--- src/gec_regs.vh ---
// Constants for the gated event counter: register offsets, field positions,
// reset values, mode and pulse-source codes. Assumes an 8-bit register port.
// Operation
// - Gate enabled: count only while gate high
// - Gate is channel 0 toggle flip-flop
// - Interrupt on both gate edges
// - Gate low: stop and hold count
// - PWM mode: 8-bit pulse generator
// - Mode register field layout
// - Whole-byte writes, bit 3 alone too
// - Start bit clears itself automatically
// - Reset clears mode register to zero
// - Start bit clears counter and flag
// - Run bit zero stops and holds
// - Gate disabled: count whenever run set
// - Match sets flag and toggles output
`ifndef GEC_REGS_VH
`define GEC_REGS_VH
`define GEC_ADDR_W        12
`define GEC_OFF_MODE2     12'hF90
`define GEC_OFF_MODE0     12'hF80
`define GEC_OFF_MATCH0    12'hF84
`define GEC_OFF_MATCH2    12'hF94
`define GEC_OFF_MATCH2H   12'hF98
`define GEC_OFF_COUNT2    12'hF9C
`define GEC_OFF_CTRL      12'hFA0
`define GEC_OFF_BIT3SET   12'hFA4
`define GEC_OFF_IRQSTAT   12'hFB0
`define GEC_OFF_IRQEN     12'hFB4
`define GEC_OFF_IRQCLR    12'hFB8
`define GEC_MODE_RST      8'h00
`define GEC_ZERO8         8'h00
`define GEC_ONE8          8'h01
`define GEC_STAT_RST      4'h0
`define GEC_SRC_HI        6
`define GEC_SRC_LO        4
`define GEC_START_BIT     3
`define GEC_RUN_BIT       2
`define GEC_MODE_HI       1
`define GEC_MODE_LO       0
`define GEC_MODE_MASK     8'h7F
`define GEC_GATE_EN_BIT   7
`define GEC_MODE_TIMER    2'h0
`define GEC_MODE_PWM      2'h1
`define GEC_SRC_TI_RISE   3'h0
`define GEC_SRC_TI_FALL   3'h1
`define GEC_SRC_DIV2      3'h2
`define GEC_SRC_DIV1      3'h3
`define GEC_SRC_DIV1K     3'h4
`define GEC_SRC_DIV256    3'h5
`define GEC_SRC_DIV64     3'h6
`define GEC_SRC_DIV16     3'h7
`define GEC_PS_W          10
`define GEC_PS_ONE        10'h001
`define GEC_IRQ_GRISE     0
`define GEC_IRQ_GFALL     1
`define GEC_IRQ_MATCH2    2
`define GEC_IRQ_MATCH0    3
`endif

--- src/gec_counter.v ---
// Channel 2 gated event counter with its channel 0 gate timer and PWM mode.
// Assumes register strobes and the event pin are synchronous to sys_clk.
`timescale 1ns/10ps
`include "gec_regs.vh"
module gec_counter
(
  input  wire                   sys_clk,
  input  wire                   reset,
  input  wire [`GEC_ADDR_W-1:0] regAddr,
  input  wire [7:0]             regWdata,
  input  wire                   regWrite,
  input  wire                   regRead,
  output reg  [7:0]             regRdata_r,
  input  wire                   eventInputPin,
  output reg                    gateOut_r,
  output reg                    pwmOut_r,
  output reg                    irq_r
);

  reg [7:0]           counter2ModeSetting_r;
  reg [7:0]           counter0ModeSetting_r;
  reg [7:0]           counter0MatchValue_r;
  reg [7:0]           counter2MatchValue_r;
  reg [7:0]           highPeriodMatchValue_r;
  reg [7:0]           counterControlSetting_r;
  reg [7:0]           counter2Count_r;
  reg [7:0]           counter0Count_r;
  reg [3:0]           irqStatus_r;
  reg [3:0]           irqEnable_r;
  reg                 timerOutToggle_r;
  reg                 gateSampled_r;
  reg                 eventPrev_r;
  reg [`GEC_PS_W-1:0] prescale_r;
  reg [`GEC_PS_W-1:0] prescalePrev_r;
  reg                 start2Pend_r;
  reg                 start0Pend_r;

  wire writeMode2 = regWrite && (regAddr == `GEC_OFF_MODE2);
  wire writeBit3  = regWrite && (regAddr == `GEC_OFF_BIT3SET);
  wire writeMode0 = regWrite && (regAddr == `GEC_OFF_MODE0);
  wire start2 = (writeMode2 && regWdata[`GEC_START_BIT]) ||
                (writeBit3 && regWdata[0]);
  wire start0 = writeMode0 && regWdata[`GEC_START_BIT];

  // Select one count pulse from the source field; prescaler taps are
  // rising-edge detected so each source yields one-cycle pulses.
  function countPulse;
    input [2:0]           src;
    input                 pin;
    input                 pinPrev;
    input [`GEC_PS_W-1:0] ps;
    input [`GEC_PS_W-1:0] psPrev;
    begin
      case (src)
        `GEC_SRC_TI_RISE: countPulse = pin && !pinPrev;
        `GEC_SRC_TI_FALL: countPulse = !pin && pinPrev;
        `GEC_SRC_DIV2:    countPulse = ps[0] && !psPrev[0];
        `GEC_SRC_DIV1:    countPulse = 1'b1;
        `GEC_SRC_DIV1K:   countPulse = ps[9] && !psPrev[9];
        `GEC_SRC_DIV256:  countPulse = ps[7] && !psPrev[7];
        `GEC_SRC_DIV64:   countPulse = ps[5] && !psPrev[5];
        default:          countPulse = ps[3] && !psPrev[3];
      endcase
    end
  endfunction

  wire cp2 = countPulse(counter2ModeSetting_r[`GEC_SRC_HI:`GEC_SRC_LO],
                        eventInputPin, eventPrev_r, prescale_r,
                        prescalePrev_r);
  wire cp0 = countPulse(counter0ModeSetting_r[`GEC_SRC_HI:`GEC_SRC_LO],
                        eventInputPin, eventPrev_r, prescale_r,
                        prescalePrev_r);

  wire run2 = counter2ModeSetting_r[`GEC_RUN_BIT];
  wire run0 = counter0ModeSetting_r[`GEC_RUN_BIT];
  wire gateEn = counterControlSetting_r[`GEC_GATE_EN_BIT];
  wire pwmMode = counter2ModeSetting_r[`GEC_MODE_HI:`GEC_MODE_LO] ==
                 `GEC_MODE_PWM;
  // Gated counting uses the registered gate, so a gate edge and a pulse in
  // the same cycle always resolve the same way.
  wire gateOk = !gateEn || gateSampled_r;
  wire inc2 = run2 && cp2 && gateOk && !start2Pend_r;
  wire inc0 = run0 && cp0 && !start0Pend_r;
  wire match0 = inc0 && (counter0Count_r == counter0MatchValue_r);
  wire match2 = inc2 && (counter2Count_r == counter2MatchValue_r);
  wire matchH = inc2 && pwmMode &&
                (counter2Count_r == highPeriodMatchValue_r);
  wire gateRise = timerOutToggle_r && !gateSampled_r;
  wire gateFall = !timerOutToggle_r && gateSampled_r;

  // Free-running prescaler and input history for edge detection
  always @(posedge sys_clk or posedge reset)
  begin
    if (reset)
    begin
      prescale_r     <= {`GEC_PS_W{1'b0}};
      prescalePrev_r <= {`GEC_PS_W{1'b0}};
      eventPrev_r    <= 1'b0;
      gateSampled_r  <= 1'b0;
    end
    else
    begin
      prescale_r     <= prescale_r + `GEC_PS_ONE;
      prescalePrev_r <= prescale_r;
      eventPrev_r    <= eventInputPin;
      gateSampled_r  <= timerOutToggle_r;
    end
  end

  // Configuration registers. Mode 2 is a whole-byte register; bit 3 has its
  // own single-bit alias. The start bit never reads back as set.
  always @(posedge sys_clk or posedge reset)
  begin
    if (reset)
    begin
      counter2ModeSetting_r   <= `GEC_MODE_RST;
      counter0ModeSetting_r   <= `GEC_MODE_RST;
      counter0MatchValue_r    <= `GEC_ZERO8;
      counter2MatchValue_r    <= `GEC_ZERO8;
      highPeriodMatchValue_r  <= `GEC_ZERO8;
      counterControlSetting_r <= `GEC_ZERO8;
      irqEnable_r             <= `GEC_STAT_RST;
      start2Pend_r            <= 1'b0;
      start0Pend_r            <= 1'b0;
    end
    else
    begin
      // Channel 2 mode: the start bit acts at once and is never stored,
      // so a read can never return a start that is still pending.
      if (writeMode2)
      begin
        counter2ModeSetting_r <= regWdata & `GEC_MODE_MASK &
                                 ~(8'h01 << `GEC_START_BIT);
      end
      // Channel 0 mode: same layout, same self-clearing start bit
      if (writeMode0)
      begin
        counter0ModeSetting_r <= regWdata & `GEC_MODE_MASK &
                                 ~(8'h01 << `GEC_START_BIT);
      end
      // Channel 0 match value; zero is a software error, not trapped
      if (regWrite && regAddr == `GEC_OFF_MATCH0)
      begin
        counter0MatchValue_r <= regWdata;
      end
      // Channel 2 match value, the period in PWM mode
      if (regWrite && regAddr == `GEC_OFF_MATCH2)
      begin
        counter2MatchValue_r <= regWdata;
      end
      // High-period match, used only in PWM mode
      if (regWrite && regAddr == `GEC_OFF_MATCH2H)
      begin
        highPeriodMatchValue_r <= regWdata;
      end
      // Control register; only the gate enable bit is used here
      if (regWrite && regAddr == `GEC_OFF_CTRL)
      begin
        counterControlSetting_r <= regWdata;
      end
      // Interrupt enables share the status layout
      if (regWrite && regAddr == `GEC_OFF_IRQEN)
      begin
        irqEnable_r <= regWdata[3:0];
      end
      // One-cycle hold-off after a start, so the cleared counter is
      // not bumped in the same cycle that software sees it at zero.
      start2Pend_r <= start2;
      start0Pend_r <= start0;
    end
  end

  // Channel 2 counter: the start command clears it, a match wraps it.
  // A start beats a match, so software always sees a clean zero.
  always @(posedge sys_clk or posedge reset)
  begin
    if (reset)
    begin
      counter2Count_r <= `GEC_ZERO8;
    end
    else if (start2)
    begin
      counter2Count_r <= `GEC_ZERO8;
    end
    else if (match2)
    begin
      counter2Count_r <= `GEC_ZERO8;
    end
    else if (inc2)
    begin
      // Held value when no pulse, run off or gate low
      counter2Count_r <= counter2Count_r + `GEC_ONE8;
    end
  end

  // Channel 0 timer: its toggle flip-flop is the gate of channel 2.
  always @(posedge sys_clk or posedge reset)
  begin
    if (reset)
    begin
      counter0Count_r  <= `GEC_ZERO8;
      timerOutToggle_r <= 1'b0;
    end
    else if (start0)
    begin
      counter0Count_r  <= `GEC_ZERO8;
      timerOutToggle_r <= 1'b0;
    end
    else if (match0)
    begin
      counter0Count_r  <= `GEC_ZERO8;
      timerOutToggle_r <= !timerOutToggle_r;
    end
    else if (inc0)
      counter0Count_r <= counter0Count_r + `GEC_ONE8;
  end

  // PWM output toggles on both the high-period match and the period match
  // Equal match values would toggle twice in one cycle; the XOR keeps
  // the level unchanged then, which is the net effect of two toggles.
  always @(posedge sys_clk or posedge reset)
  begin
    if (reset)
    begin
      pwmOut_r <= 1'b0;
    end
    else if (start2)
    begin
      pwmOut_r <= 1'b0;
    end
    else if (matchH ^ match2)
    begin
      pwmOut_r <= !pwmOut_r;
    end
  end

  // Sticky status: a new event wins over a clear in the same cycle.
  always @(posedge sys_clk or posedge reset)
  begin
    if (reset)
      irqStatus_r <= `GEC_STAT_RST;
    else
    begin
      irqStatus_r <= (irqStatus_r &
                      ~((regWrite && regAddr == `GEC_OFF_IRQCLR) ?
                        regWdata[3:0] : `GEC_STAT_RST) &
                      ~{1'b0, start2, 2'b00}) |
                     {match0, match2, gateFall, gateRise};
    end
  end

  // Registered outputs
  always @(posedge sys_clk or posedge reset)
  begin
    if (reset)
    begin
      irq_r     <= 1'b0;
      gateOut_r <= 1'b0;
    end
    else
    begin
      irq_r     <= |(irqStatus_r & irqEnable_r);
      gateOut_r <= timerOutToggle_r;
    end
  end

  // Read port; unmapped and write-only offsets read as zero.
  always @(posedge sys_clk or posedge reset)
  begin
    if (reset)
      regRdata_r <= `GEC_ZERO8;
    else if (regRead)
    begin
      case (regAddr)
        `GEC_OFF_MODE2:   regRdata_r <= counter2ModeSetting_r;
        `GEC_OFF_MODE0:   regRdata_r <= counter0ModeSetting_r;
        `GEC_OFF_MATCH0:  regRdata_r <= counter0MatchValue_r;
        `GEC_OFF_MATCH2:  regRdata_r <= counter2MatchValue_r;
        `GEC_OFF_MATCH2H: regRdata_r <= highPeriodMatchValue_r;
        `GEC_OFF_COUNT2:  regRdata_r <= counter2Count_r;
        `GEC_OFF_CTRL:    regRdata_r <= counterControlSetting_r;
        `GEC_OFF_IRQSTAT: regRdata_r <= {4'h0, irqStatus_r};
        `GEC_OFF_IRQEN:   regRdata_r <= {4'h0, irqEnable_r};
        default:          regRdata_r <= `GEC_ZERO8;
      endcase
    end
    else
      regRdata_r <= `GEC_ZERO8;
  end

endmodule

--- config.mk ---
export PLATFORM = sky130hd
export DESIGN_NAME = gec_counter
export DESIGN_NICKNAME = d
export VERILOG_FILES = /design/src/gec_counter.v
export VERILOG_INCLUDE_DIRS = /design/src
export SDC_FILE = /design/constraint.sdc
export NUM_CORES = 1
export LEC_CHECK = 0
export BUFFER_PORTS_ARGS = -buffer_cell sky130_fd_sc_hd__buf_2
export CORE_ASPECT_RATIO = 0.7
export CORE_UTILIZATION = 60
export DETAILED_ROUTE_END_ITERATION = 16
export GPL_TIMING_DRIVEN = 1
export PLACE_DENSITY = 0.84
export SYNTH_ARGS = -nofsm -noshare
export SYNTH_HDL_FRONTEND = slang
export SYNTH_SLANG_ARGS = --single-unit
--- constraint.sdc ---
create_clock -name sys_clk -period 3.4 [get_ports sys_clk]
set_input_delay 0.51 -clock sys_clk [delete_from_list [all_inputs] [get_ports sys_clk]]
set_output_delay 0.51 -clock sys_clk [all_outputs]
set_load 0.005 [all_outputs]
==> metrics.cfg, run 1 <==
[synth]
ys_ff_latch = 98
synthMuxAreaShare_pct = 13.51
synth_most_common_cell = dfrtp_1
yosys-top-cells-area = dfrtp_1 (50%), mux2_2 (11%), xnor2_1 (4.5%), xor2_1 (3.2%), a22oi_1 (2.5%)
synthTopCellsByCount = dfrtp_1 (98), mux2_2 (49), nand2_1 (29)
synth_compound_area_share_pct = 9.133
syn_nets = 447
syn_avg_cell_area_um2 = 11.67
yosysWarnings = 0
synth_top_family_by_area = simple AND/OR/NAND/NOR gates
synth-edff-count = 0
synth_cell_types = 64
synth_top_area_share_pct = 50.14
ys.flop_type = dfrtp_1
synth-simple-area-share_pct = 15.76
async_flop_share_pct = 100.0
synth_fa_ha_area_share_pct = 0.7675
syn_inst = 419
yosysSeqAreaShare_pct = 50.14
synth_largest_area_cell = dfrtp_1
syn_area_um2 = 4891
synth-xor-area-share_pct = 7.700

[global_routing]
grt_pass1_vias = 3391
track_usage_pct = 29.19
grt-ovfl-total = 0
antenna_found_initial = 0
grt_max_degree = 51
grt_pass1_wl_um = 18320

[timing]
skew_ns = 0.009124
tightestPinTransition_ns = 0.6449
finalCritPeriodShare_pct = 66.54
maxSlewHeadroom_pct = 56.77
slew_violations = 0
fmax_mhz = 442.0
setup_violations = 0
hold_violations = 0
tns_ns = 0
setup_ws_ns = 1.138
finalCriticalPeriod_ns = 2.262
rsz0062_at_grt = no

[clock_network]
clk_root_buffer_cell = clkbuf_16
cts.path.max_buffers = 2
post_cts_buffers = 0
cts_tree = built
hold_buffers = 0
clk_pin_slew_ns = 0.06
cts-buffers-inserted = 9
cts_num_sinks = 98
clk-insertion-delay-late_ns = 0.35
cts_max_level = 3
ctsResizeCount = 0

[placement]
placed_cells = 536
hpwl_um = 8161
portBuffers = 35
gp_congestion = 0.9532
place_ws_ns = 0.8210

[setup_path]
end_kind = register
rrSetupSlack_ns = 1.24
rr_worst_depth = 6
r2r_end = counter0Count_r[6]$_DFFE_PP0P_
cp-start-kind = input port
worstPathRequired_ns = 3.63
critical_path_class = input port to register
worstSetupStartpoint = regAddr[6]
timing.rr.start = prescale_r[0]$_DFF_PP0_
arrival_ns = 2.49
cp-endpoint = highPeriodMatchValue_r[2]$_DFFE_PP0P_
crit_fanout = 9

[detailed_routing]
wirelength_um = 11270
ant_nets = 0
first_pass_iters = 7
wl_per_cell_um = 20.42
drc = 0
vias = 3543
via_per_inst = 6.418
first_iter_violations = 320

[floorplan]
placementRows = 27
dieArea_um2 = 8522
core_area_um2 = 7871
die_x_um = 109.9
top_level_ports = 36
start_util_pct = 62.14
die_h_um = 77.54

[finish]
final_cells = 552
area_growth_pct = 10.44
final_nets = 474
antenna_cells = 0
drive_gt1_share_pct = 28.60

[power]
p_sw_share_pct = 22.16
seq_power_share_pct = 51.3
leakagePower_nw = 2.606
p_sw_mw = 0.5120
peakVddDrop_mv = 0.4206
combPwrFrac_pct = 4.3
total_power_mw = 2.311
clockPowerShare_pct = 44.4
p_int_mw = 1.799
p_per_area_nw_per_um2 = 427.8

[min_path]
hold_class = input port to asynchronous set/reset pin

[run]
drv_cap = 0

[run_status]
status = finished, final reports clean

==> sequential cells by signal, indices dropped and copies added, names as in the netlist, 5 cells and up <==
| name | cells |
|---|---|
| prescale_r | 10 |
| counterControlSetting_r | 8 |
| counter2ModeSetting_r | 6 |
| counter0MatchValue_r | 8 |
| counter0Count_r | 8 |
| counter2Count_r | 8 |
| counter2MatchValue_r | 8 |
| highPeriodMatchValue_r | 8 |
| regRdata_r | 8 |
| prescalePrev_r | 5 |
| counter0ModeSetting_r | 6 |
==> power groups by stage <==
stage | Sequential [mW] | Clock [mW] | Combinational [mW]
6_report | 1.19 | 1.03 | 0.0983
5_1_grt | 1.19 | 1.08 | 0.109
4_1_cts | 1.19 | 1.04 | 0.0987
3_5_place_dp | 1.21 | 0 | 0.0983
3_3_place_gp | 1.21 | 0 | 0.0950
2_1_floorplan | 1.20 | 0 | 0.0550
==> stage by stage <==
| step | utilization [%] | hold slack, ns | cell area, um^2 |
|---|---|---|---|
| floorplan | - | 0.3860 | 4891 |
| global placement | 64.79 | 0.4000 | 5100 |
| detailed placement | 64.79 | 0.4073 | 5100 |
| CTS | 68.62 | 0.2680 | 5401 |
| global route | 68.62 | 0.2998 | 5401 |
| finish | 68.62 | 0.2503 | 5401 |
==> critical path, cell delays in order <==
cell and delay (ns):
buf_2 0.09, and4b_1 0.25, and3_1 0.36, and3_1 0.24
and2_1 0.35, nand2_1 0.32, mux2_2 0.36
==> worst min path at each step <==
stage | to | cells past startpoint | slack, ns | from
after detailed placement | prescalePrev_r[9]$_DFF_PP0_ | 0 | 0.41 | prescale_r[9]$_DFF_PP0_
after floorplan | prescalePrev_r[9]$_DFF_PP0_ | 0 | 0.39 | prescale_r[9]$_DFF_PP0_
after global placement | prescalePrev_r[9]$_DFF_PP0_ | 0 | 0.40 | prescale_r[9]$_DFF_PP0_
after global routing | prescale_r[4]$_DFF_PP0_ | 2 | 0.30 | reset
final | prescale_r[4]$_DFF_PP0_ | 2 | 0.25 | reset
after CTS | prescale_r[4]$_DFF_PP0_ | 2 | 0.27 | reset
==> final cells by class <==
cell class              instances  area (um^2)
fillers                       578         2470
inverters                       8        33.78
well taps                     101        126.4
clock buffers                  10        239.0
repair buffers                 36        195.2
clock inverters                 6        62.56
flip-flops and latches         98         2452
multi-input cells             293         2292
==> cell usage in the layout (no fill, tap or decap), types with 6 or more instances in the layout <==
master / instances
and3_1: 10
buf_2: 35
nand2_1: 29
dfrtp_1: 98
nor3_1: 6
nand4_1: 9
inv_1: 6
nor2b_1: 7
nor2_2: 6
mux2_2: 49
xnor2_1: 25
o21ai_0: 6
a21oi_1: 8
a22oi_1: 16
clkbuf_16: 9
nand3_1: 12
xor2_1: 18
nor2_1: 17
==> layer usage <==
layer	routed length [um]	GRT usage [%]	vias to the layer above
met5	0	0	-
met4	202	8.000	0
met3	949	7.143	21
met2	5110	41.50	159
met1	5011	44.28	1786
li1	-	-	1577
==> cell families (layout without fill, tap and decap cells) <==
| logic type | count (synthesis) | after routing |
|---|---|---|
| xor+xnor | 43 | 43 |
| simple gates | 132 | 132 |
| flops | 98 | 98 |
| compound gates | 59 | 59 |
| mux | 56 | 56 |
| buf+inv | 28 | 60 |
| fa+ha+maj | 3 | 3 |
Power figures use the tool's default switching activity.
==> inputs of run 2 (changes only) <==
ABC_AREA = 1   (was not set)
CORE_UTILIZATION = 61   (was 60)
PLACE_DENSITY = 0.85   (was 0.84)
clock period = 2.2 ns   (was 3.4 ns; I/O delays follow)
==> run 2 against run 1 <==
  * Sequential share of layout area is 4.6 points lower
  * Cell area grew 11%
  * Register-to-register slack worse by 0.99 ns
  * Combinational power increased to 7.3 times the previous value
  * Clock power increased by 73%
  * Highest routed layer unchanged
  * Final cell count is 56% higher
  * Largest cell class is now multi-input gates
  * Critical path type is now register to register
  * Utilization is 2.0 points higher
  * Critical endpoint is now counter2Count_r[1]$_DFFE_PP0P_
  * First-iteration DRC count grew 89%
  * Global-route usage increased by 6.5 points
  * Via count is 39% higher
  * Flip-flop and latch count unchanged
  * Sequential power increased by 71%
==> metrics.cfg, run 2 <==
[run_status]
status = finished, final reports clean

[global_routing]
grt_max_degree = 99  ; +94%
grt-ovfl-total = 0  ; unchanged
antenna_found_initial = 0  ; unchanged
grt_pass1_wl_um = 24280  ; +33%
track_usage_pct = 35.73  ; +6.5 points
grt_pass1_vias = 4640  ; +37%

[run]
drv_cap = 0  ; unchanged

[synth]
synth_cell_types = 35  ; -45%
synth_most_common_cell = nand2_1
yosys-top-cells-area = dfrtp_1 (45%), nand2_1 (14%), nand3_1 (6.4%), inv_1 (5.4%), o21ai_0 (5.1%)
synth_largest_area_cell = dfrtp_1
synth_top_area_share_pct = 45.44  ; -4.7 points
synth-edff-count = 0  ; unchanged
ys_ff_latch = 98  ; unchanged
syn_avg_cell_area_um2 = 7.753  ; -34%
ys.flop_type = dfrtp_1
syn_area_um2 = 5396  ; +10%
syn_nets = 724  ; +62%
synthTopCellsByCount = nand2_1 (199), dfrtp_1 (98), inv_1 (78)
yosysWarnings = 0  ; unchanged
syn_inst = 696  ; +66%
yosysSeqAreaShare_pct = 45.44  ; -4.7 points
async_flop_share_pct = 100.0  ; unchanged

[clock_network]
cts-buffers-inserted = 9  ; unchanged
clk-insertion-delay-late_ns = 0.35  ; about the same
post_cts_buffers = 0  ; unchanged
ctsResizeCount = 0  ; unchanged
clk_root_buffer_cell = clkbuf_16
cts_tree = built
hold_buffers = 0  ; unchanged
cts_max_level = 3  ; unchanged
cts.path.max_buffers = 2  ; unchanged
clk_pin_slew_ns = 0.07  ; about the same
cts_num_sinks = 98  ; unchanged

[setup_path]
critical_path_class = register to register
arrival_ns = 2.23  ; -0.26 ns
slowest_stage = dfrtp_1
cp-start-kind = register
cpPeakStageDelay_ns = 0.48  ; +0.12 ns
crit_top_cell = nand2_1
cp_top_family = simple AND/OR/NAND/NOR gates
cp_cell_sequence = inv_1 -> nor2_1 -> nand2_1 -> nand2_1 -> inv_1 -> nand2_1 -> nand2_1 -> nand3_2 -> nor2_2 -> nand3_1 -> nand2_1
critPathBufInv = 2  ; +1
crit_fanout = 10  ; +1
rrSetupSlack_ns = 0.25  ; -0.99 ns
worstPathRequired_ns = 2.48  ; -1.15 ns
end_kind = register

[finish]
register_area_um2 = 2452  ; unchanged
num-fill-cells = 710  ; +23%
multi_input_area_um2 = 2507  ; +9.4%
regMostFlops = prescale_r
final_util_pct = 70.59  ; +2.0 points
area_growth_pct = 11.36
final_nets = 762  ; +61%
largest_reg_flops = 10  ; unchanged
drive_gt1_share_pct = 11.79  ; -17 points
final_common_cell = nand2_1
layout_common_cells = nand2_1 (199), dfrtp_1 (98), inv_1 (77)

[timing]
tns_ns = 0  ; unchanged
worst_hold_slack_ns = 0.1063  ; -0.1439 ns
rsz0062_at_grt = no
tightestPinTransition_ns = 0.6751  ; +0.03015 ns
finalCritPeriodShare_pct = 88.80
slew_violations = 0  ; unchanged
maxSlewHeadroom_pct = 54.58  ; -2.2 points
finalCriticalPeriod_ns = 1.954
skew_ns = 0.005524  ; -0.003600 ns
fmax_mhz = 511.9
hold_violations = 0  ; unchanged
setup_violations = 0  ; unchanged

[floorplan]
die_x_um = 114.4  ; +4.1%
start_util_pct = 63.39  ; +1.3 points
placementRows = 28  ; +3.7%
die_h_um = 80.70  ; +4.1%
dieArea_um2 = 9233  ; +8.3%
top_level_ports = 36  ; unchanged
core_area_um2 = 8513  ; +8.2%

[power]
leakagePower_nw = 3.104  ; +19%
peakVddDrop_mv = 0.5822  ; +38%
p_per_area_nw_per_um2 = 755.0  ; +76%
total_power_mw = 4.537  ; +96%

[detailed_routing]
via_per_inst = 5.716  ; -11%
drc = 0  ; unchanged
first_iter_violations = 604  ; +89%
wl_per_cell_um = 17.53  ; -14%
vias = 4910  ; +39%
ant_nets = 0  ; unchanged
first_pass_iters = 6  ; -1
wirelength_um = 15060  ; +34%

[min_path]
hold_class = input port to asynchronous set/reset pin

[placement]
hpwl_um = 11340  ; +39%
gp_congestion = 1.010  ; +6.0%
portBuffers = 35  ; unchanged

[run 2: changes by cell type after synthesis, moves of 7 or more]
cell     delta
nor2b_1     -7
a22oi_1    -16
and3_1     -10
xnor2_1    -16
nand4_1    +13
inv_1      +71
nand2_1   +170
mux2_2     -48
o21ai_0    +49
nand3_1    +57
nor2_1     +43
xor2_1     +10
[run 2: metal layers]
layer	wire length [um]	GRT usage [%]	vias up
met5	0	0	-
met4	246	9.610	0
met3	1809	11.55	24
met2	6388	52.42	260
met1	6616	50.66	2319
li1	-	-	2307
[run 2: per-stage QoR]
step                area [um^2]  cells  worst slack, ns
floorplan                  5400    696           0.6610
global placement           5669    843           0.3262
detailed placement         5669    843           0.3130
CTS                        6007    858           0.2892
global route               6007    858           0.1066
finish                     6010    859           0.2463
[run 2: cells by family after synthesis]
family          count (synthesis)  synth area share (%)
buf+inv                        98                 8.092
mux                             1                0.2087
flops                          98                 45.44
xor+xnor                       37                 6.005
simple gates                  385                 32.37
compound gates                 74                 7.188
fa+ha+maj                       3                0.6956
[run 2: cell type report]
| class | count | area share, % |
|---|---|---|
| Inverter | 82 | 5.184 |
| Clock buffer | 9 | 3.748 |
| Timing Repair Buffer | 43 | 4.122 |
| Clock inverter | 6 | 1.874 |
| Antenna cell | 1 | 0.04164 |
| Multi-Input combinational cell | 500 | 41.72 |
| Tap cell | 120 | 2.498 |
| Sequential cell | 98 | 40.81 |
[run 2: power breakdown]
part | switching [mW] | leakage [nW] | internal [mW]
clock network | 0.671 | 0.166 | 1.11
logic | 0.459 | 1.67 | 0.260
registers | 0.160 | 1.27 | 1.88
[run 2: worst paths after layout]
check / start / end / depth (start not counted)
max reg2reg: counter2ModeSetting_r[5]$_DFFE_PP0P_ / counter2Count_r[1]$_DFFE_PP0P_ / 11
max in group asynchronous: reset / counter0Count_r[0]$_DFFE_PP0P_ / 3
min reg2reg: timerOutToggle_r$_DFFE_PP0P_ / gateOut_r$_DFF_PP0_ / 0
min in group sys_clk: eventInputPin / eventPrev_r$_DFF_PP0_ / 1
max: counter2ModeSetting_r[5]$_DFFE_PP0P_ / counter2Count_r[1]$_DFFE_PP0P_ / 11
min: reset / counter2Count_r[7]$_DFFE_PP0P_ / 3
[run 2: worst reg2reg max path, delay by kind of cell (launching register included)]
family                 cells  cell delay (ns)
AND/OR/NAND/NOR            9             1.22
flip-flops                 1             0.48
buffers and inverters      2             0.20
==> inputs of run 3 (changes only) <==
ABC_AREA = 0   (was 1)
CORE_UTILIZATION = 60   (was 61)
PLACE_DENSITY = 0.84   (was 0.85)
SLEW_MARGIN = 10   (was not set)
==> run 3 against run 2 <==
  * Die area decreased by 7.7%
  * Clock power decreased by 15%
  * Setup slack lost 0.046 ns
  * Utilization increased by 0.13 points
  * Global-route usage shrank 6.5 points
  * Critical path type unchanged
  * Largest power group unchanged
  * Highest routed layer unchanged
==> metrics.cfg, run 3 (same netlist as run 1, synthesis figures left out) <==
[clock_network]
clk-insertion-delay-late_ns = 0.35  ; about the same
cts-buffers-inserted = 9  ; unchanged
cts_num_sinks = 98  ; unchanged
clk_pin_slew_ns = 0.07  ; about the same
cts_tree = built
cts_max_level = 3  ; unchanged
cts.path.max_buffers = 2  ; unchanged
clk_root_buffer_cell = clkbuf_16
hold_buffers = 0  ; unchanged
ctsResizeCount = 0  ; unchanged
post_cts_buffers = 0  ; unchanged

[detailed_routing]
wirelength_um = 11490  ; -24%
vias = 3602  ; -27%
drc = 0  ; unchanged
via_per_inst = 6.275  ; +9.8%
first_pass_iters = 7  ; +1
first_iter_violations = 351  ; -42%
ant_nets = 0  ; unchanged
wl_per_cell_um = 20.02  ; +14%

[global_routing]
grt-ovfl-total = 0  ; unchanged
grt_pass1_wl_um = 18300  ; -25%
grt_max_degree = 44  ; -56%
track_usage_pct = 29.28  ; -6.5 points
antenna_found_initial = 0  ; unchanged
grt_pass1_vias = 3520  ; -24%

[floorplan]
top_level_ports = 36  ; unchanged
dieArea_um2 = 8522  ; -7.7%
die_x_um = 109.9  ; -3.9%
die_h_um = 77.54  ; -3.9%
core_area_um2 = 7871  ; -7.5%
start_util_pct = 62.14  ; -1.3 points
placementRows = 27  ; -3.6%

[finish]
register_area_um2 = 2452  ; unchanged
regMostFlops = prescale_r
layout_common_cells = dfrtp_1 (98), mux2_2 (49), buf_2 (35)
antenna_cells = 0  ; -1
final_nets = 496  ; -35%
final_common_cell = dfrtp_1
num-fill-cells = 563  ; -21%
largest_reg_flops = 10  ; unchanged
multi_input_area_um2 = 2293  ; -8.5%
drive_gt1_share_pct = 32.14  ; +20 points
area_growth_pct = 13.81

[setup_path]
end_kind = register
rrSetupSlack_ns = 0.20  ; -0.05 ns
r2r_end = counter0Count_r[5]$_DFFE_PP0P_
critical_path_class = register to register
critPathBufInv = 0  ; -2
cpPeakStageDelay_ns = 0.53  ; +0.05 ns
worstPathRequired_ns = 2.49  ; about the same
cp_num_cells = 5  ; -6
rr_worst_depth = 5  ; -6
crit_fanout = 10  ; unchanged
cp_cell_sequence = mux4_2 -> o2111a_2 -> and2_4 -> or2_4 -> nor2_2
arrival_ns = 2.29  ; +0.06 ns
timing.rr.start = counter0ModeSetting_r[6]$_DFFE_PP0P_
cp_top_family = simple AND/OR/NAND/NOR gates
slowest_stage = mux4_2
cp-start-kind = register

[timing]
setup_violations = 0  ; unchanged
finalCriticalPeriod_ns = 2.000  ; +0.04601 ns
maxSlewHeadroom_pct = 60.02  ; +5.4 points
fmax_mhz = 500.1  ; -2.3%
rsz0062_at_grt = no
tns_ns = 0  ; unchanged
finalCritPeriodShare_pct = 90.89  ; +2.1 points
hold_violations = 0  ; unchanged
tightestPinTransition_ns = 0.5984  ; -0.07668 ns
slew_violations = 0  ; unchanged
skew_ns = 0.007285  ; +0.001761 ns

[power]
total_power_mw = 3.511  ; -23%
peakVddDrop_mv = 0.8058  ; +38%
p_per_area_nw_per_um2 = 630.7  ; -16%
leakagePower_nw = 2.708  ; -13%

[placement]
portBuffers = 35  ; unchanged
gp_congestion = 0.9011  ; -11%
hpwl_um = 8399  ; -26%

[min_path]
hold_class = input port to asynchronous set/reset pin

[run_status]
status = finished, final reports clean

[run]
drv_cap = 0  ; unchanged

## run 3: cell count changes in the layout (fill, tap and decap cells not counted), moves of 43 or more
| cell | delta |
|---|---|
| mux2_2 | +48 |
| nand2_1 | -170 |
| inv_1 | -71 |
| o21ai_0 | -49 |
| nor2_1 | -43 |
| nand3_1 | -57 |
## run 3: area by class of cell
type                    instances  share of cell area, %
clock buffers                   9                  4.046
well taps                     101                  2.270
flip-flops and latches         98                  44.05
clock inverters                 7                  1.101
inverters                       8                 0.6294
repair buffers                 58                  6.698
multi-input cells             293                  41.20
## run 3: layer usage
layer | GRT usage (%) | up-vias | routed length, um
met5 | 0 | - | 0
met4 | 7.733 | 0 | 163
met3 | 10.50 | 20 | 1126
li1 | - | 1619 | -
met2 | 43.25 | 178 | 5205
met1 | 40.84 | 1785 | 4996
## run 3: how the worst max path moves through the flow
stage	to	start	slack, ns
after floorplan	counter0Count_r[3]$_DFFE_PP0P_	prescale_r[0]$_DFF_PP0_	0.18
after global placement	counter2ModeSetting_r[2]$_DFFE_PP0P_	regAddr[2]	0.08
after detailed placement	irqEnable_r[3]$_DFFE_PP0P_	regAddr[6]	0.03
after CTS	counter0Count_r[5]$_DFFE_PP0P_	counter0ModeSetting_r[6]$_DFFE_PP0P_	0.1
after global routing	counter0Count_r[5]$_DFFE_PP0P_	prescale_r[9]$_DFF_PP0_	0.09
final	counter0Count_r[5]$_DFFE_PP0P_	counter0ModeSetting_r[6]$_DFFE_PP0P_	0.20
## run 3: report_power, final
part | total (mW) | switching, mW | internal [mW]
clock | 1.52 | 0.729 | 0.790
sequential | 1.83 | 0.0156 | 1.81
combinational | 0.162 | 0.103 | 0.0583
total | 3.51 | 0.847 | 2.66
## run 3: worst register-to-register path, stage by stage, from the launching register on
cell	delay, ns
dfrtp_1	0.48
mux4_2	0.53
o2111a_2	0.35
and2_4	0.18
or2_4	0.28
nor2_2	0.12
## run 3: metrics by stage
step / hold slack, ns / setup slack [ns] / utilization [%] / instances / cell area, um^2
2_1_floorplan: 0.3614 / 0.1775 / - / 419 / 4895
3_3_place_gp: 0.4036 / 0.07807 / 67.06 / 558 / 5279
3_5_place_dp: 0.4154 / 0.02869 / 67.06 / 558 / 5279
4_1_cts: 0.05341 / 0.09510 / 70.70 / 574 / 5565
5_1_grt: 0.08151 / 0.09311 / 70.72 / 574 / 5567
6_report: 0.03723 / 0.2003 / 70.72 / 574 / 5567
